$ cat src/btc_map.vh
// register map, field positions and reset values of the basic timer control block
`ifndef BTC_MAP_VH
`define BTC_MAP_VH
// ----------------------------------------
// register byte offsets
// ----------------------------------------
`define BTC_OFF_CTRL1   6'h00
`define BTC_OFF_CTRL2   6'h04
`define BTC_OFF_DIE     6'h0c
`define BTC_OFF_STS     6'h10
`define BTC_OFF_EVG     6'h14
`define BTC_OFF_SMC     6'h18
`define BTC_OFF_CNT     6'h24
`define BTC_OFF_DIV     6'h28
`define BTC_OFF_AR      6'h2c
// ----------------------------------------
// field positions
// ----------------------------------------
`define BTC_B_CEN       0
`define BTC_B_UDIS      1
`define BTC_B_USRC      2
`define BTC_B_OPM       3
`define BTC_B_ARPE      7
`define BTC_B_MMS_LO    4
`define BTC_B_MMS_HI    6
`define BTC_B_UIE       0
`define BTC_B_UDE       8
`define BTC_B_UFLAG     0
`define BTC_B_UG        0
`define BTC_B_SMS_LO    0
`define BTC_B_SMS_HI    2
`define BTC_B_MSM       7
// ----------------------------------------
// codes and reset values
// ----------------------------------------
`define BTC_MMS_RESET   3'h0
`define BTC_MMS_ENABLE  3'h1
`define BTC_MMS_UPDATE  3'h2
`define BTC_SMS_OFF     3'h0
`define BTC_SMS_RESET   3'h4
`define BTC_SMS_GATED   3'h5
`define BTC_SMS_TRIG    3'h6
`define BTC_RST16       16'h0000
`define BTC_ONE16       16'h0001
`endif

$ cat src/btc_sync.v
// three-stage synchroniser for the trigger input pin
`timescale 1ns/1ps
module btc_sync (
   // clock and reset
   input  wire sys_clk,
   input  wire sys_rst,
   // pin and filtered level
   input  wire pin_in,
   output reg  level_out,
   output reg  rise_out
);
   reg s1;
   reg s2;
   reg s3;
   // s1 feeds s2 only; level changes once s2 and s3 agree
   always @(posedge sys_clk) begin
      if (sys_rst) begin
         s1        <= 1'b0;
         s2        <= 1'b0;
         s3        <= 1'b0;
         level_out <= 1'b0;
         rise_out  <= 1'b0;
      end else begin
         s1       <= pin_in;
         s2       <= s1;
         s3       <= s2;
         rise_out <= 1'b0;
         if (s2 == s3 && s3 != level_out) begin
            level_out <= s3;
            rise_out  <= s3;
         end
      end
   end
endmodule // btc_sync

$ cat src/btc_timer.v
// basic 16-bit up timer: control registers, time base and trigger output
// Summary of operation
// - preload bit buffers auto-reload until update
// - single-shot clears counter enable at update
// - source select 0: all updates flag
// - source select 1: only overflow flags
// - update inhibit 0: overflow/strobe/slave make updates
// - update copies preload into shadow registers
// - update inhibit 1: no update, buffered shadows hold
// - strobe or slave reset still reinitialises counter
// - counter enable bit starts and stops counting
// - trigger mode sets enable bit on trigger
// - trigger select 000 outputs software strobe
// - code 000 output lags slave reset
// - trigger select 001 outputs effective enable
// - effective enable is bit OR gated trigger
// - trigger path delayed unless sync option set
// - trigger select 010 outputs update event
// - dma enable bit gates update dma request
// - irq enable bit gates update interrupt
// - reserved bits read as zero
// - effective enable follows bit one cycle later
// - update flag sticky until software clears
// - strobe reinitialises, updates, self-clears
// - count zero to reload, wrap, overflow
//
// The Wishbone register port was left to the implementer.
`timescale 1ns/1ps
`include "btc_map.vh"
module btc_timer (
   // clock and reset
   input  wire        sys_clk,
   input  wire        sys_rst,
   // wishbone slave
   input  wire        wb_cyc_i,
   input  wire        wb_stb_i,
   input  wire        wb_we_i,
   input  wire [5:0]  wb_adr_i,
   input  wire [3:0]  wb_sel_i,
   input  wire [31:0] wb_dat_i,
   output reg  [31:0] wb_dat_o,
   output reg         wb_ack_o,
   // trigger link
   input  wire        trigger_input,
   output reg         trigger_output,
   // update requests
   output reg         update_irq,
   output reg         update_dma_req,
   // counter view
   output reg  [15:0] counter_value
);
   // ----------------------------------------
   // registers
   // ----------------------------------------
   // control fields written by software
   reg        counter_enable_bit;
   reg        update_inhibit;
   reg        update_source_select;
   reg        single_shot_select;
   reg        preload_buffer_select;
   reg [2:0]  trigger_out_select;
   reg        update_irq_enable;
   reg        update_dma_enable;
   reg [2:0]  slave_mode;
   reg        master_slave_sync_option;

   // event state set by hardware, except the strobe, set by a software write
   reg        update_flag;
   reg        software_update_strobe;
   reg        slave_reset_late;

   // preload values and the copies the time base uses
   reg [15:0] auto_reload_value;
   reg [15:0] ar_shadow;
   reg [15:0] prescaler_ratio;
   reg [15:0] div_shadow;

   // time base and enable pipeline
   reg [15:0] div_count;
   reg        effective_count_enable;
   reg        enable_delayed;

   // synchronised trigger pin
   wire       trig_level;
   wire       trig_rise;

   // trigger pin synchroniser
   btc_sync u_sync (
      .sys_clk   (sys_clk),
      .sys_rst   (sys_rst),
      .pin_in    (trigger_input),
      .level_out (trig_level),
      .rise_out  (trig_rise)
   );

   // ----------------------------------------
   // bus decode
   // ----------------------------------------
   // a request is taken once; the pending ack blocks a second take
   wire bus_req = wb_cyc_i & wb_stb_i & ~wb_ack_o;
   wire wr      = bus_req & wb_we_i;

   // byte-lane aware write of a 16-bit register
   function [15:0] merge16;
      input [15:0] old;
      input [31:0] dat;
      input [3:0]  sel;
      begin
         merge16 = {sel[1] ? dat[15:8] : old[15:8], sel[0] ? dat[7:0] : old[7:0]};
      end
   endfunction

   // write hit test for one offset
   function hit;
      input [5:0] adr;
      input [5:0] off;
      begin
         hit = (adr[5:2] == off[5:2]);
      end
   endfunction

   // ----------------------------------------
   // register write strobes
   // ----------------------------------------
   // one strobe per decoded offset
   wire w_ctrl1 = wr & hit(wb_adr_i, `BTC_OFF_CTRL1);
   wire w_ctrl2 = wr & hit(wb_adr_i, `BTC_OFF_CTRL2);
   wire w_die   = wr & hit(wb_adr_i, `BTC_OFF_DIE);
   wire w_sts   = wr & hit(wb_adr_i, `BTC_OFF_STS);
   wire w_evg   = wr & hit(wb_adr_i, `BTC_OFF_EVG);
   wire w_smc   = wr & hit(wb_adr_i, `BTC_OFF_SMC);
   wire w_cnt   = wr & hit(wb_adr_i, `BTC_OFF_CNT);
   wire w_div   = wr & hit(wb_adr_i, `BTC_OFF_DIV);
   wire w_ar    = wr & hit(wb_adr_i, `BTC_OFF_AR);
   wire [15:0] wdat = merge16(`BTC_RST16, wb_dat_i, wb_sel_i);

   // ----------------------------------------
   // event generation
   // ----------------------------------------
   // slave mode decode
   wire gated_mode   = (slave_mode == `BTC_SMS_GATED);
   wire trig_mode    = (slave_mode == `BTC_SMS_TRIG);
   wire slave_reset  = (slave_mode == `BTC_SMS_RESET) & trig_rise;
   // effective enable before the one-cycle register
   wire enable_req   = counter_enable_bit | (gated_mode & trig_level);
   // prescaler wrap; a zero reload value holds the counter still
   wire prescale_tc  = (div_count == div_shadow);
   wire tick         = effective_count_enable & prescale_tc & (ar_shadow != `BTC_RST16);
   wire overflow     = tick & (counter_value == ar_shadow);
   // counter reinitialisation requests, honoured even when inhibited
   wire reinit       = software_update_strobe | slave_reset;
   // update event: inhibit suppresses all sources
   wire update_event = ~update_inhibit & (overflow | reinit);
   // update event that is allowed to raise the flag
   wire flag_event   = update_event & (~update_source_select | overflow);

   // ----------------------------------------
   // control registers
   // ----------------------------------------
   always @(posedge sys_clk) begin
      if (sys_rst) begin
         counter_enable_bit       <= 1'b0;
         update_inhibit           <= 1'b0;
         update_source_select     <= 1'b0;
         single_shot_select       <= 1'b0;
         preload_buffer_select    <= 1'b0;
         trigger_out_select       <= `BTC_MMS_RESET;
         update_irq_enable        <= 1'b0;
         update_dma_enable        <= 1'b0;
         slave_mode               <= `BTC_SMS_OFF;
         master_slave_sync_option <= 1'b0;
         software_update_strobe   <= 1'b0;
      end else begin
         // byte lane 0 carries every control field here except the dma enable, which rides lane 1
         if (w_ctrl1 & wb_sel_i[0]) begin
            counter_enable_bit    <= wdat[`BTC_B_CEN];
            update_inhibit        <= wdat[`BTC_B_UDIS];
            update_source_select  <= wdat[`BTC_B_USRC];
            single_shot_select    <= wdat[`BTC_B_OPM];
            preload_buffer_select <= wdat[`BTC_B_ARPE];
         end
         // hardware set wins over a software write in the same cycle
         if (trig_mode & trig_rise)
            counter_enable_bit <= 1'b1;
         else if (update_event & single_shot_select)
            counter_enable_bit <= 1'b0;
         if (w_ctrl2 & wb_sel_i[0])
            trigger_out_select <= wdat[`BTC_B_MMS_HI:`BTC_B_MMS_LO];
         // each enable follows its own byte lane
         if (w_die & wb_sel_i[0])
            update_irq_enable <= wdat[`BTC_B_UIE];
         if (w_die & wb_sel_i[1])
            update_dma_enable <= wdat[`BTC_B_UDE];
         if (w_smc & wb_sel_i[0]) begin
            slave_mode               <= wdat[`BTC_B_SMS_HI:`BTC_B_SMS_LO];
            master_slave_sync_option <= wdat[`BTC_B_MSM];
         end
         // strobe lives one cycle, then clears itself
         software_update_strobe <= w_evg & wdat[`BTC_B_UG];
      end
   end

   // ----------------------------------------
   // update flag
   // ----------------------------------------
   // software writes 0 to clear; a same-cycle event keeps it set
   always @(posedge sys_clk) begin
      if (sys_rst) begin
         update_flag <= 1'b0;
      end else if (flag_event) begin
         update_flag <= 1'b1;
      end else if (w_sts & wb_sel_i[0] & ~wb_dat_i[`BTC_B_UFLAG]) begin
         update_flag <= 1'b0;
      end
   end

   // ----------------------------------------
   // preload and shadow registers
   // ----------------------------------------
   always @(posedge sys_clk) begin
      if (sys_rst) begin
         auto_reload_value <= `BTC_RST16;
         ar_shadow         <= `BTC_RST16;
         prescaler_ratio   <= `BTC_RST16;
         div_shadow        <= `BTC_RST16;
      end else begin
         // preload registers follow every bus write
         if (w_ar)
            auto_reload_value <= merge16(auto_reload_value, wb_dat_i, wb_sel_i);
         if (w_div)
            prescaler_ratio <= merge16(prescaler_ratio, wb_dat_i, wb_sel_i);
         // unbuffered reload follows the preload at once
         if (~preload_buffer_select)
            ar_shadow <= w_ar ? merge16(auto_reload_value, wb_dat_i, wb_sel_i)
                              : auto_reload_value;
         // update copies both preloads; inhibited updates never get here
         if (update_event) begin
            ar_shadow  <= auto_reload_value;
            div_shadow <= prescaler_ratio;
         end
      end
   end

   // ----------------------------------------
   // enable pipeline, prescaler and counter
   // ----------------------------------------
   always @(posedge sys_clk) begin
      if (sys_rst) begin
         effective_count_enable <= 1'b0;
         enable_delayed         <= 1'b0;
         slave_reset_late       <= 1'b0;
         div_count              <= `BTC_RST16;
         counter_value          <= `BTC_RST16;
      end else begin
         // enable register, plus a copy for the gated path
         effective_count_enable <= enable_req;
         enable_delayed         <= effective_count_enable;
         // slave reset seen once more a cycle on, for the trigger output
         slave_reset_late       <= slave_reset;
         // reinit beats a bus write, which beats counting
         if (reinit) begin
            div_count     <= `BTC_RST16;
            counter_value <= `BTC_RST16;
         end else if (w_cnt) begin
            counter_value <= merge16(counter_value, wb_dat_i, wb_sel_i);
         end else if (effective_count_enable) begin
            div_count <= prescale_tc ? `BTC_RST16 : div_count + `BTC_ONE16;
            if (tick)
               counter_value <= overflow ? `BTC_RST16
                                         : counter_value + `BTC_ONE16;
         end
         if (w_div & ~reinit & div_count > merge16(prescaler_ratio, wb_dat_i, wb_sel_i))
            div_count <= div_count;
      end
   end

   // ----------------------------------------
   // trigger output and requests
   // ----------------------------------------
   always @(posedge sys_clk) begin
      if (sys_rst) begin
         trigger_output <= 1'b0;
         update_irq     <= 1'b0;
         update_dma_req <= 1'b0;
      end else begin
         case (trigger_out_select)
            // slave reset taken one stage late, so the pulse trails the clear
            `BTC_MMS_RESET:  trigger_output <= software_update_strobe | slave_reset_late;
            // extra stage on the trigger-driven path unless synchronised
            `BTC_MMS_ENABLE: trigger_output <= (gated_mode & ~master_slave_sync_option)
                                               ? enable_delayed
                                               : effective_count_enable;
            `BTC_MMS_UPDATE: trigger_output <= update_event;
            default:         trigger_output <= 1'b0;
         endcase
         // requests follow the flag, from its setting edge on
         update_irq     <= (update_flag | flag_event) & update_irq_enable;
         update_dma_req <= (update_flag | flag_event) & update_dma_enable;
      end
   end

   // ----------------------------------------
   // read mux and acknowledge
   // ----------------------------------------
   // unused and reserved bits stay zero
   reg [15:0] rdat;
   always @* begin
      rdat = `BTC_RST16;
      case ({wb_adr_i[5:2], 2'h0})
         `BTC_OFF_CTRL1: begin
            rdat[`BTC_B_CEN]  = counter_enable_bit;
            rdat[`BTC_B_UDIS] = update_inhibit;
            rdat[`BTC_B_USRC] = update_source_select;
            rdat[`BTC_B_OPM]  = single_shot_select;
            rdat[`BTC_B_ARPE] = preload_buffer_select;
         end
         `BTC_OFF_CTRL2: rdat[`BTC_B_MMS_HI:`BTC_B_MMS_LO] = trigger_out_select;
         `BTC_OFF_DIE: begin
            rdat[`BTC_B_UIE] = update_irq_enable;
            rdat[`BTC_B_UDE] = update_dma_enable;
         end
         `BTC_OFF_STS: rdat[`BTC_B_UFLAG] = update_flag;
         `BTC_OFF_SMC: begin
            rdat[`BTC_B_SMS_HI:`BTC_B_SMS_LO] = slave_mode;
            rdat[`BTC_B_MSM] = master_slave_sync_option;
         end
         `BTC_OFF_CNT:      rdat = counter_value;
         `BTC_OFF_DIV:      rdat = prescaler_ratio;
         `BTC_OFF_AR:       rdat = auto_reload_value;
         default:           rdat = `BTC_RST16;
      endcase
   end

   // one wait-free ack per request, data registered with it
   always @(posedge sys_clk) begin
      if (sys_rst) begin
         wb_ack_o <= 1'b0;
         wb_dat_o <= {`BTC_RST16, `BTC_RST16};
      end else begin
         wb_ack_o <= bus_req;
         wb_dat_o <= {`BTC_RST16, rdat};
      end
   end
endmodule // btc_timer

$ cat config.mk
export PLATFORM = sky130hd
export DESIGN_NAME = btc_timer
export DESIGN_NICKNAME = d
export VERILOG_FILES = /design/src/btc_sync.v /design/src/btc_timer.v
export VERILOG_INCLUDE_DIRS = /design/src
export SDC_FILE = /design/constraint.sdc
export NUM_CORES = 1
export LEC_CHECK = 0
export ABC_CLOCK_PERIOD_IN_PS = 9400
export BUFFER_PORTS_ARGS = -buffer_cell sky130_fd_sc_hd__buf_2
export CORE_MARGIN = 2
export CORE_UTILIZATION = 63
export CTS_CLUSTER_DIAMETER = 60
export DETAILED_ROUTE_END_ITERATION = 7
export GPL_ROUTABILITY_DRIVEN = 0
export PLACE_DENSITY = 0.89
export SETUP_SLACK_MARGIN = 0.15
export SYNTH_ARGS = -nofsm -noshare
export SYNTH_HDL_FRONTEND = slang
export SYNTH_SLANG_ARGS = --single-unit
$ cat constraint.sdc
create_clock -name sys_clk -period 9.4 [get_ports sys_clk]
set_clock_uncertainty 0.05 [all_clocks]
set_input_delay 1.88 -clock sys_clk [delete_from_list [all_inputs] [get_ports sys_clk]]
set_output_delay 1.88 -clock sys_clk [all_outputs]
set_load 0.02 [all_outputs]
==> results.txt, run 1 <==
proportion of layout cells with a drive suffix above 1 -> 0.148
violation count after the first detailed-route iteration -> 907
number of flops mapped to enable cells by yosys -> 0
met3 capacity usage during global routing -> 0.0764
most frequent cells in the layout -> 140 x sky130_fd_sc_hd__dfxtp_1, 86 x sky130_fd_sc_hd__nor2_1, 82 x sky130_fd_sc_hd__nand2_1
worst vdd ir -> 0.0950 mV
post-synthesis cell area -> 7760 µm²
vias in the first global route -> 6,812
# port buffers -> 63
antenna diode instance count -> 0
clock buffer count from CTS -> 17
number of gates resized after CTS -> 0
Inst Count DP -> 1,073
synth-to-layout area growth -> 10.7%
total routing usage reported by global routing -> 0.336
area share of the leading cell type in the synthesized netlist -> 0.361
fmax -> 219 MHz
antenna violations before repair -> 0
die height -> 115 µm
category of the worst setup path capture point -> flop
status -> finished, final reports clean
crit-path max FO -> 19
max-capacitance violation count -> 0
cell type contributing the most total cell area after synthesis -> sky130_fd_sc_hd__dfxtp_1
# rows -> 40
cell area power density -> 161 nW/µm²
Initial DRT Pass Iterations -> 6
clock sink count -> 140
leak pwr -> 3.16 nW
sequential-to-total area share from yosys stat -> 0.361
Core Box Area -> 12,000 µm²
global routing usage on met2 -> 0.528
clock tree buffer depth -> 2
final core utilization -> 0.715
die area -> 13,200 µm²
Skew-Pair Late Insertion Delay -> 0.43 ns
total wire length -> 21,500 µm
number of nets still failing antenna checks after routing -> 0
critical path arrival -> 4.84 ns
cells after synthesis -> 924
most common cell after layout, fill and taps aside -> sky130_fd_sc_hd__dfxtp_1
DRC violations left -> 0
period utilisation layout -> 0.486
cells taking the most area after synthesis -> sky130_fd_sc_hd__dfxtp_1 36%, sky130_fd_sc_hd__xnor2_1 4.2%, sky130_fd_sc_hd__nor2_1 4.2%
async set or reset register ratio after synthesis -> 0
DR WL/cell -> 19.5 µm
starting utilization of the core area -> 0.646
Worst R2R Setup Slack -> 5.98 ns
Max transition margin -> 0.231
vias per cell -> 6.69
Setup TNS -> 0 ns
Chip Width -> 115 µm
time the final worst path needs with I/O delays and setup -> 4.57 ns
actual slew at the worst max-slew pin -> 1.15 ns
Tightest Hold Check Type -> flop to flop
Most used DFF post-synth -> sky130_fd_sc_hd__dfxtp_1
number of flip-flops and latches in the synthesized netlist -> 140
maximum number of pins on one net before global-route repair -> 91
via total after detailed routing -> 7,381
filler-free cell count of the finished design -> 1,104
global routing usage on met1 -> 0.431
path type of the worst setup path -> primary input to flop
unrepaired setup endpoints after global routing -> no
Post-Syn Area per Cell -> 8.40 µm²
remaining global-route overflow -> 0
CTS H-Tree Depth -> 4
required time worst endpoint -> 9.67 ns
detailed-placement wirelength estimate -> 14,500 µm
NumNets Final -> 1,011
fin. max-slew vios -> 0
first-pass GRT wire length -> 34,800 µm
number of hold violations in the final report -> 0
CTS tree -> yes
synth warn -> 0
clock transition at the register clock pins on the worst setup and hold paths after CTS -> 0.05 ns
number of primary I/O pins -> 100
clock root cell -> sky130_fd_sc_hd__clkbuf_16
final-report setup violation count -> 0
count of unique library cells instantiated by Yosys -> 71
post-route worst hold slack -> 0.380 ns
count of buffers added by post-CTS timing repair for setup -> 0
Setup crit start kind -> primary input
number of buffers added to fix hold violations after cts -> 0
busiest layer in global routing -> met2
-- sequential cells by signal, summed over array words and instances (netlist names), 3 cells and up --
signal,count
counter_value,16
prescaler_ratio,16
wb_dat_o,16
slave_mode,3
auto_reload_value,16
div_count,16
ar_shadow,16
trigger_out_select,3
div_shadow,16
-- final timing paths --
kind                     start            end  cells after the start
setup / recovery   wb_sel_i[1]  div_count[15]                      9
hold / removal        wb_ack_o       wb_ack_o                      1
setup reg to reg  div_count[2]  div_shadow[5]                      7
hold reg to reg       wb_ack_o       wb_ack_o                      1
-- critical path, stage by stage --
cell                      delay (ns)
sky130_fd_sc_hd__buf_2          0.29
sky130_fd_sc_hd__mux2i_1        0.34
sky130_fd_sc_hd__ha_1           0.31
sky130_fd_sc_hd__a21o_1         0.17
sky130_fd_sc_hd__a21o_1         0.17
sky130_fd_sc_hd__a221o_1        0.31
sky130_fd_sc_hd__o311a_4        0.41
sky130_fd_sc_hd__or3_1          0.56
sky130_fd_sc_hd__o41ai_1        0.38
-- kinds of logic (layout without fill, tap and decap cells) --
logic type                 count (synthesis)  in the layout  share of synthesized area
and+or+nand+nor                          339            339                      0.223
adders and majority gates                 18             18                     0.0290
buffers and inverters                     92            110                     0.0595
AOI/OAI and AO/OA                        256            256                      0.231
DFF                                      140            140                      0.361
xor gates and xnor gates                  41             41                     0.0463
muxes                                     37             37                     0.0493
other                                      1             16                   0.000483
-- cell type report --
| type | count | area, µm² |
|---|---|---|
| clock buffer | 25 | 495 |
| clock inverter | 6 | 133 |
| fill | 871 | 3420 |
| inverter | 7 | 26.3 |
| multi-input combinational | 707 | 4560 |
| sequential | 140 | 2800 |
| tap | 147 | 184 |
| timing repair buffer | 72 | 385 |
-- per-layer routing --
layer	share of wire	vias to the layer above
met5	0	-
met4	0.040	0
met3	0.10	90
met2	0.47	457
met1	0.39	3458
li1	-	3376
-- synthesized netlist by cell type, types with 5 or more instances --
cell type	instances
sky130_fd_sc_hd__and3_1	6
sky130_fd_sc_hd__mux2i_1	27
sky130_fd_sc_hd__o31ai_1	19
sky130_fd_sc_hd__nor2b_1	25
sky130_fd_sc_hd__a211oi_1	25
sky130_fd_sc_hd__a22oi_1	16
sky130_fd_sc_hd__nor4_1	8
sky130_fd_sc_hd__nor2_1	86
sky130_fd_sc_hd__o21ai_2	9
sky130_fd_sc_hd__a21oi_1	44
sky130_fd_sc_hd__nand3b_1	5
sky130_fd_sc_hd__nand2_1	82
sky130_fd_sc_hd__nand4_1	12
sky130_fd_sc_hd__mux2_2	10
sky130_fd_sc_hd__nor3_1	11
sky130_fd_sc_hd__buf_1	6
sky130_fd_sc_hd__o41ai_1	8
sky130_fd_sc_hd__o311ai_0	12
sky130_fd_sc_hd__inv_1	7
sky130_fd_sc_hd__clkbuf_1	49
sky130_fd_sc_hd__a21o_1	5
sky130_fd_sc_hd__a221oi_1	9
sky130_fd_sc_hd__or3_1	8
sky130_fd_sc_hd__buf_2	7
sky130_fd_sc_hd__a31oi_1	9
sky130_fd_sc_hd__buf_4	18
sky130_fd_sc_hd__nand3_1	26
sky130_fd_sc_hd__dfxtp_1	140
sky130_fd_sc_hd__xnor2_1	37
sky130_fd_sc_hd__o21ai_0	59
sky130_fd_sc_hd__ha_1	18
sky130_fd_sc_hd__a211oi_2	10
sky130_fd_sc_hd__and2_1	8
sky130_fd_sc_hd__nand2b_1	36
-- stage by stage --
step	total power, mW	cell area [µm²]	setup WS [ns]
5_1_grt	1.42	8590	4.62
2_1_floorplan	0.660	7820	4.67
3_5_place_dp	0.679	7960	4.44
6_report	1.39	8590	4.83
3_3_place_gp	0.678	7960	4.50
4_1_cts	1.38	8590	4.85
-- power breakdown --
group / internal (mW) / leakage [nW] / switching (mW)
registers: 0.596 / 1.13 / 0.00203
logic: 0.0203 / 1.73 / 0.0515
clock network: 0.470 / 0.304 / 0.246
total: 1.09 / 3.16 / 0.300
(Power assumes the default switching activity.)
==> run 2, diff against run 1 <==
Settings changed: ABC_CLOCK_PERIOD_IN_PS 9400 to 4500, CORE_UTILIZATION 63 to 59, PLACE_DENSITY 0.89 to 0.84.
Clock period 9.4 ns to 4.5 ns, I/O delays scaled along.
==> results.txt, run 2 (synthesis gave the netlist of run 1 again) <==
antenna diode instance count -> 0
internal power summed over all cells -> 2.16 mW
required time worst endpoint -> 4.78 ns
leak pwr -> 3.17 nW
placed inst area -> 8010 µm²
PnR worst setup slack -> 0.966 ns
clock share of power -> 0.503
Setup crit start kind -> primary input
Skew-Pair Late Insertion Delay -> 0.43 ns
M1 wire length -> 8930 µm
most frequent cells in the layout -> 140 x sky130_fd_sc_hd__dfxtp_1, 86 x sky130_fd_sc_hd__nor2_1, 82 x sky130_fd_sc_hd__nand2_1
Setup TNS -> 0 ns
most common cell after layout, fill and taps aside -> sky130_fd_sc_hd__dfxtp_1
time the final worst path needs with I/O delays and setup -> 3.53 ns
vias per cell -> 6.44
final-report setup violation count -> 0
total wire length -> 21,800 µm
via total after detailed routing -> 7,301
# rows -> 41
final core utilization -> 0.677
fin. max-slew vios -> 0
unrepaired setup endpoints after global routing -> no
DR WL/cell -> 19.2 µm
Inst Count DP -> 1,101
crit-path max FO -> 19
clock root cell -> sky130_fd_sc_hd__clkbuf_16
starting utilization of the core area -> 0.610
status -> finished, final reports clean
number of nets still failing antenna checks after routing -> 0
Chip Width -> 119 µm
Routed met3 length -> 1790 µm
Max transition margin -> 0.216
die area -> 14,100 µm²
top metal layer carrying routed signals -> met4
filler-free cell count of the finished design -> 1,133
sequential share of power -> 0.443
CTS tree -> yes
synth-to-layout area growth -> 11.0%
cell area power density -> 327 nW/µm²
Total Power -> 2.82 mW
clock transition at the register clock pins on the worst setup and hold paths after CTS -> 0.06 ns
post-route worst hold slack -> 0.385 ns
worst vdd ir -> 0.243 mV
detailed-placement wirelength estimate -> 15,000 µm
first-pass GRT wire length -> 34,600 µm
actual slew at the worst max-slew pin -> 1.17 ns
NumNets Final -> 1,014
category of the worst setup path capture point -> flop
count of buffers added by post-CTS timing repair for setup -> 0
combinational share of power -> 0.053
final instance area -> 8610 µm²
clock sink count -> 140
proportion of layout cells with a drive suffix above 1 -> 0.156
number of buffers added to fix hold violations after cts -> 0
fmax -> 283 MHz
Tightest Hold Check Type -> flop to flop
Core Box Area -> 12,700 µm²
number of primary I/O pins -> 100
max-capacitance violation count -> 0
clock tree buffer depth -> 2
clock buffer count from CTS -> 17
length of routed met2 wiring -> 10,300 µm
critical path arrival -> 3.81 ns
total routing usage reported by global routing -> 0.307
violation count after the first detailed-route iteration -> 746
maximum number of pins on one net before global-route repair -> 65
Worst Setup Slack post-DPL -> 0.573 ns
P_sw -> 0.660 mW
remaining global-route overflow -> 0
CTS H-Tree Depth -> 4
number of gates resized after CTS -> 0
number of hold violations in the final report -> 0
vias in the first global route -> 6,777
DRC violations left -> 0
# port buffers -> 63
fill count -> 1,031
Initial DRT Pass Iterations -> 5
Sw Ratio -> 0.234
die height -> 119 µm
period utilisation layout -> 0.785
antenna violations before repair -> 0
path type of the worst setup path -> primary input to flop
## run 2: cell type report
| type | instances | area (µm²) | area share |
|---|---|---|---|
| inverter | 7 | 26.3 | 0.00305 |
| sequential | 140 | 2800 | 0.325 |
| clock inverter | 11 | 116 | 0.0135 |
| multi-input combinational | 707 | 4560 | 0.530 |
| tap | 172 | 215 | 0.0250 |
| timing repair buffer | 75 | 408 | 0.0474 |
| clock buffer | 21 | 480 | 0.0558 |
## run 2: worst max-delay path, cell delays in order
cell,delay (ns)
sky130_fd_sc_hd__buf_2,0.29
sky130_fd_sc_hd__mux2i_1,0.31
sky130_fd_sc_hd__ha_1,0.29
sky130_fd_sc_hd__a21oi_1,0.13
sky130_fd_sc_hd__o21ai_0,0.14
sky130_fd_sc_hd__a221o_1,0.40
sky130_fd_sc_hd__o311a_4,0.41
sky130_fd_sc_hd__or3_1,0.56
sky130_fd_sc_hd__o41ai_1,0.37
## run 2: power groups by stage
stage / registers, mW / clock network, mW / logic, mW
6_report: 1.25 / 1.42 / 0.150
5_1_grt: 1.25 / 1.47 / 0.160
4_1_cts: 1.25 / 1.41 / 0.145
3_5_place_dp: 1.28 / 0 / 0.144
3_3_place_gp: 1.27 / 0 / 0.142
2_1_floorplan: 1.27 / 0 / 0.105
## run 2: path summary, 6_finish.rpt
kind                      from             to  slack [ns]  cells after the start
setup reg to reg  div_count[9]  div_shadow[5]        1.19                      7
hold reg to reg      u_sync.s1      u_sync.s2        0.38                      1
hold / removal       u_sync.s1      u_sync.s2        0.38                      1
setup / recovery   wb_sel_i[0]   div_count[4]        0.97                      9
## run 2: layer usage
metal,vias to the layer above,track usage
met4,0,0.156
met2,372,0.480
met1,3485,0.402
met5,-,0
li1,3375,-
met3,69,0.0594
==> run 3, diff against run 2 <==
Settings changed: ABC_CLOCK_PERIOD_IN_PS 4500 to 3100, CORE_UTILIZATION 59 to 53, PLACE_DENSITY 0.84 to 0.8.
Clock period 4.5 ns to 3.1 ns, I/O delays scaled along.
==> results.txt, run 3 (synthesis gave the netlist of run 1 again) <==
clock buffer count from CTS -> 17
violation count after the first detailed-route iteration -> 1,048
Chip Width -> 125 µm
path type of the worst setup path -> primary input to flop
fmax -> 348 MHz
leak pwr -> 3.44 nW
number of buffers added to fix hold violations after cts -> 0
vias per cell -> 6.33
CTS H-Tree Depth -> 4
final-report setup violation count -> 0
antenna violations before repair -> 1
clock sink count -> 140
starting utilization of the core area -> 0.538
CTS tree -> yes
via total after detailed routing -> 7,542
number of nets still failing antenna checks after routing -> 0
remaining global-route overflow -> 0
cell area power density -> 480 nW/µm²
# rows -> 44
max-capacitance violation count -> 0
clock tree buffer depth -> 2
clock transition at the register clock pins on the worst setup and hold paths after CTS -> 0.06 ns
fill count -> 1,183
detailed-placement wirelength estimate -> 16,100 µm
first-pass GRT wire length -> 36,400 µm
worst vdd ir -> 0.425 mV
critical path arrival -> 3.15 ns
period utilisation layout -> 0.928
synth-to-layout area growth -> 18.1%
DRC violations left -> 0
cells traversed along the worst timing path -> buf_2 > mux2i_1 > ha_1 > a21oi_1 > o21ai_0 > a221o_1 > o311a_4 > or3_1 > buf_4 > o41ai_1
crit-path max FO -> 13
actual slew at the worst max-slew pin -> 0.931 ns
category of the worst setup path capture point -> flop
number of primary I/O pins -> 100
maximum number of pins on one net before global-route repair -> 113
DR WL/cell -> 19.4 µm
slowest library cell on the worst path -> sky130_fd_sc_hd__a221o_1
most common cell after layout, fill and taps aside -> sky130_fd_sc_hd__dfxtp_1
NumNets Final -> 1,060
filler-free cell count of the finished design -> 1,192
# port buffers -> 63
die area -> 15,600 µm²
unrepaired setup endpoints after global routing -> no
Inst Count DP -> 1,159
Max transition margin -> 0.378
Core Box Area -> 14,400 µm²
time the final worst path needs with I/O delays and setup -> 2.88 ns
die height -> 125 µm
status -> finished, final reports clean
proportion of layout cells with a drive suffix above 1 -> 0.205
largest incremental delay on the critical path -> 0.39 ns
Setup crit start kind -> primary input
area occupied by multi-input gates -> 4650 µm²
Initial DRT Pass Iterations -> 6
most frequent cells in the layout -> 140 x sky130_fd_sc_hd__dfxtp_1, 86 x sky130_fd_sc_hd__nor2_1, 82 x sky130_fd_sc_hd__nand2_1
final instance area -> 9160 µm²
Seq. cell area -> 2800 µm²
Skew-Pair Late Insertion Delay -> 0.43 ns
total routing usage reported by global routing -> 0.291
fin. max-slew vios -> 0
Tightest Hold Check Type -> primary input to flop
number of hold violations in the final report -> 0
placed inst area -> 8390 µm²
required time worst endpoint -> 3.37 ns
vias in the first global route -> 6,766
clock root cell -> sky130_fd_sc_hd__clkbuf_16
total wire length -> 23,100 µm
run 3: cell types whose count changed in the layout (fill, tap and decap cells not counted):
cell and change:
sky130_fd_sc_hd__buf_6 +2, sky130_fd_sc_hd__mux2i_1 -7, sky130_fd_sc_hd__o41ai_2 +3, sky130_fd_sc_hd__clkinv_4 -1
sky130_fd_sc_hd__buf_4 +44, sky130_fd_sc_hd__buf_12 +1, sky130_fd_sc_hd__diode_2 +1, sky130_fd_sc_hd__o41ai_1 -3
sky130_fd_sc_hd__buf_2 -1, sky130_fd_sc_hd__mux2i_4 +5, sky130_fd_sc_hd__mux2i_2 +2, sky130_fd_sc_hd__bufinv_16 +3
sky130_fd_sc_hd__clkinv_2 -2
run 3: layout make-up:
class / instances / area share
diodes: 1 / 0.000273
clock buffers: 21 / 0.0525
clock inverters: 11 / 0.0205
inverters: 7 / 0.00287
multi-input cells: 707 / 0.508
flip-flops and latches: 140 / 0.306
well taps: 184 / 0.0251
repair buffers: 121 / 0.0847
run 3: worst paths after layout:
kind	endpoint	cells past startpoint	slack [ns]	start
worst max-delay path	div_count[11]	10	0.22	wb_sel_i[0]
worst min-delay path	u_sync.s1	2	0.35	trigger_input
worst max register to register	div_shadow[4]	7	0.25	div_count[9]
worst min register to register	wb_ack_o	1	0.38	wb_ack_o
run 3: timing repair:
| action | 4_1_cts | 5_1_grt |
|---|---|---|
| setup buffers | 0 | 0 |
| gates resized for setup | 2 | 16 |
| pin swaps | 0 | 0 |
| endpoints found under the setup margin | 7 | 8 |
run 3: routing by layer:
metal  routed length (µm)  global-route usage
met5                    0                   0
met4                  612               0.107
met3                 2110              0.0659
met2                10600               0.446
met1                 9830               0.403
run 3: power by group:
| part | switching [mW] | internal [mW] |
|---|---|---|
| registers | 0.00595 | 1.81 |
| logic | 0.167 | 0.0961 |
| clock network | 0.810 | 1.51 |
| total | 0.983 | 3.41 |
run 3: through the flow:
stage                      util  power [mW]  hold WS, ns  setup WS (ns)  setup TNS (ns)
after global routing      0.635        4.49        0.349          0.165               0
final                     0.635        4.39        0.347          0.222               0
after global placement    0.581        2.09        0.368         -0.184           -2.03
after detailed placement  0.581        2.09        0.377         -0.363           -4.03
after floorplan               -        2.01        0.364        -0.0532          -0.160
after CTS                 0.628        4.37        0.339          0.169               0
run 3: worst max-delay path: cells and delay by family:
kind,cells,cell delay [ns]
AOI/OAI and AO/OA,5,1.27
buffers and inverters,2,0.35
and+or+nand+nor,1,0.32
muxes,1,0.29
adders and majority gates,1,0.29
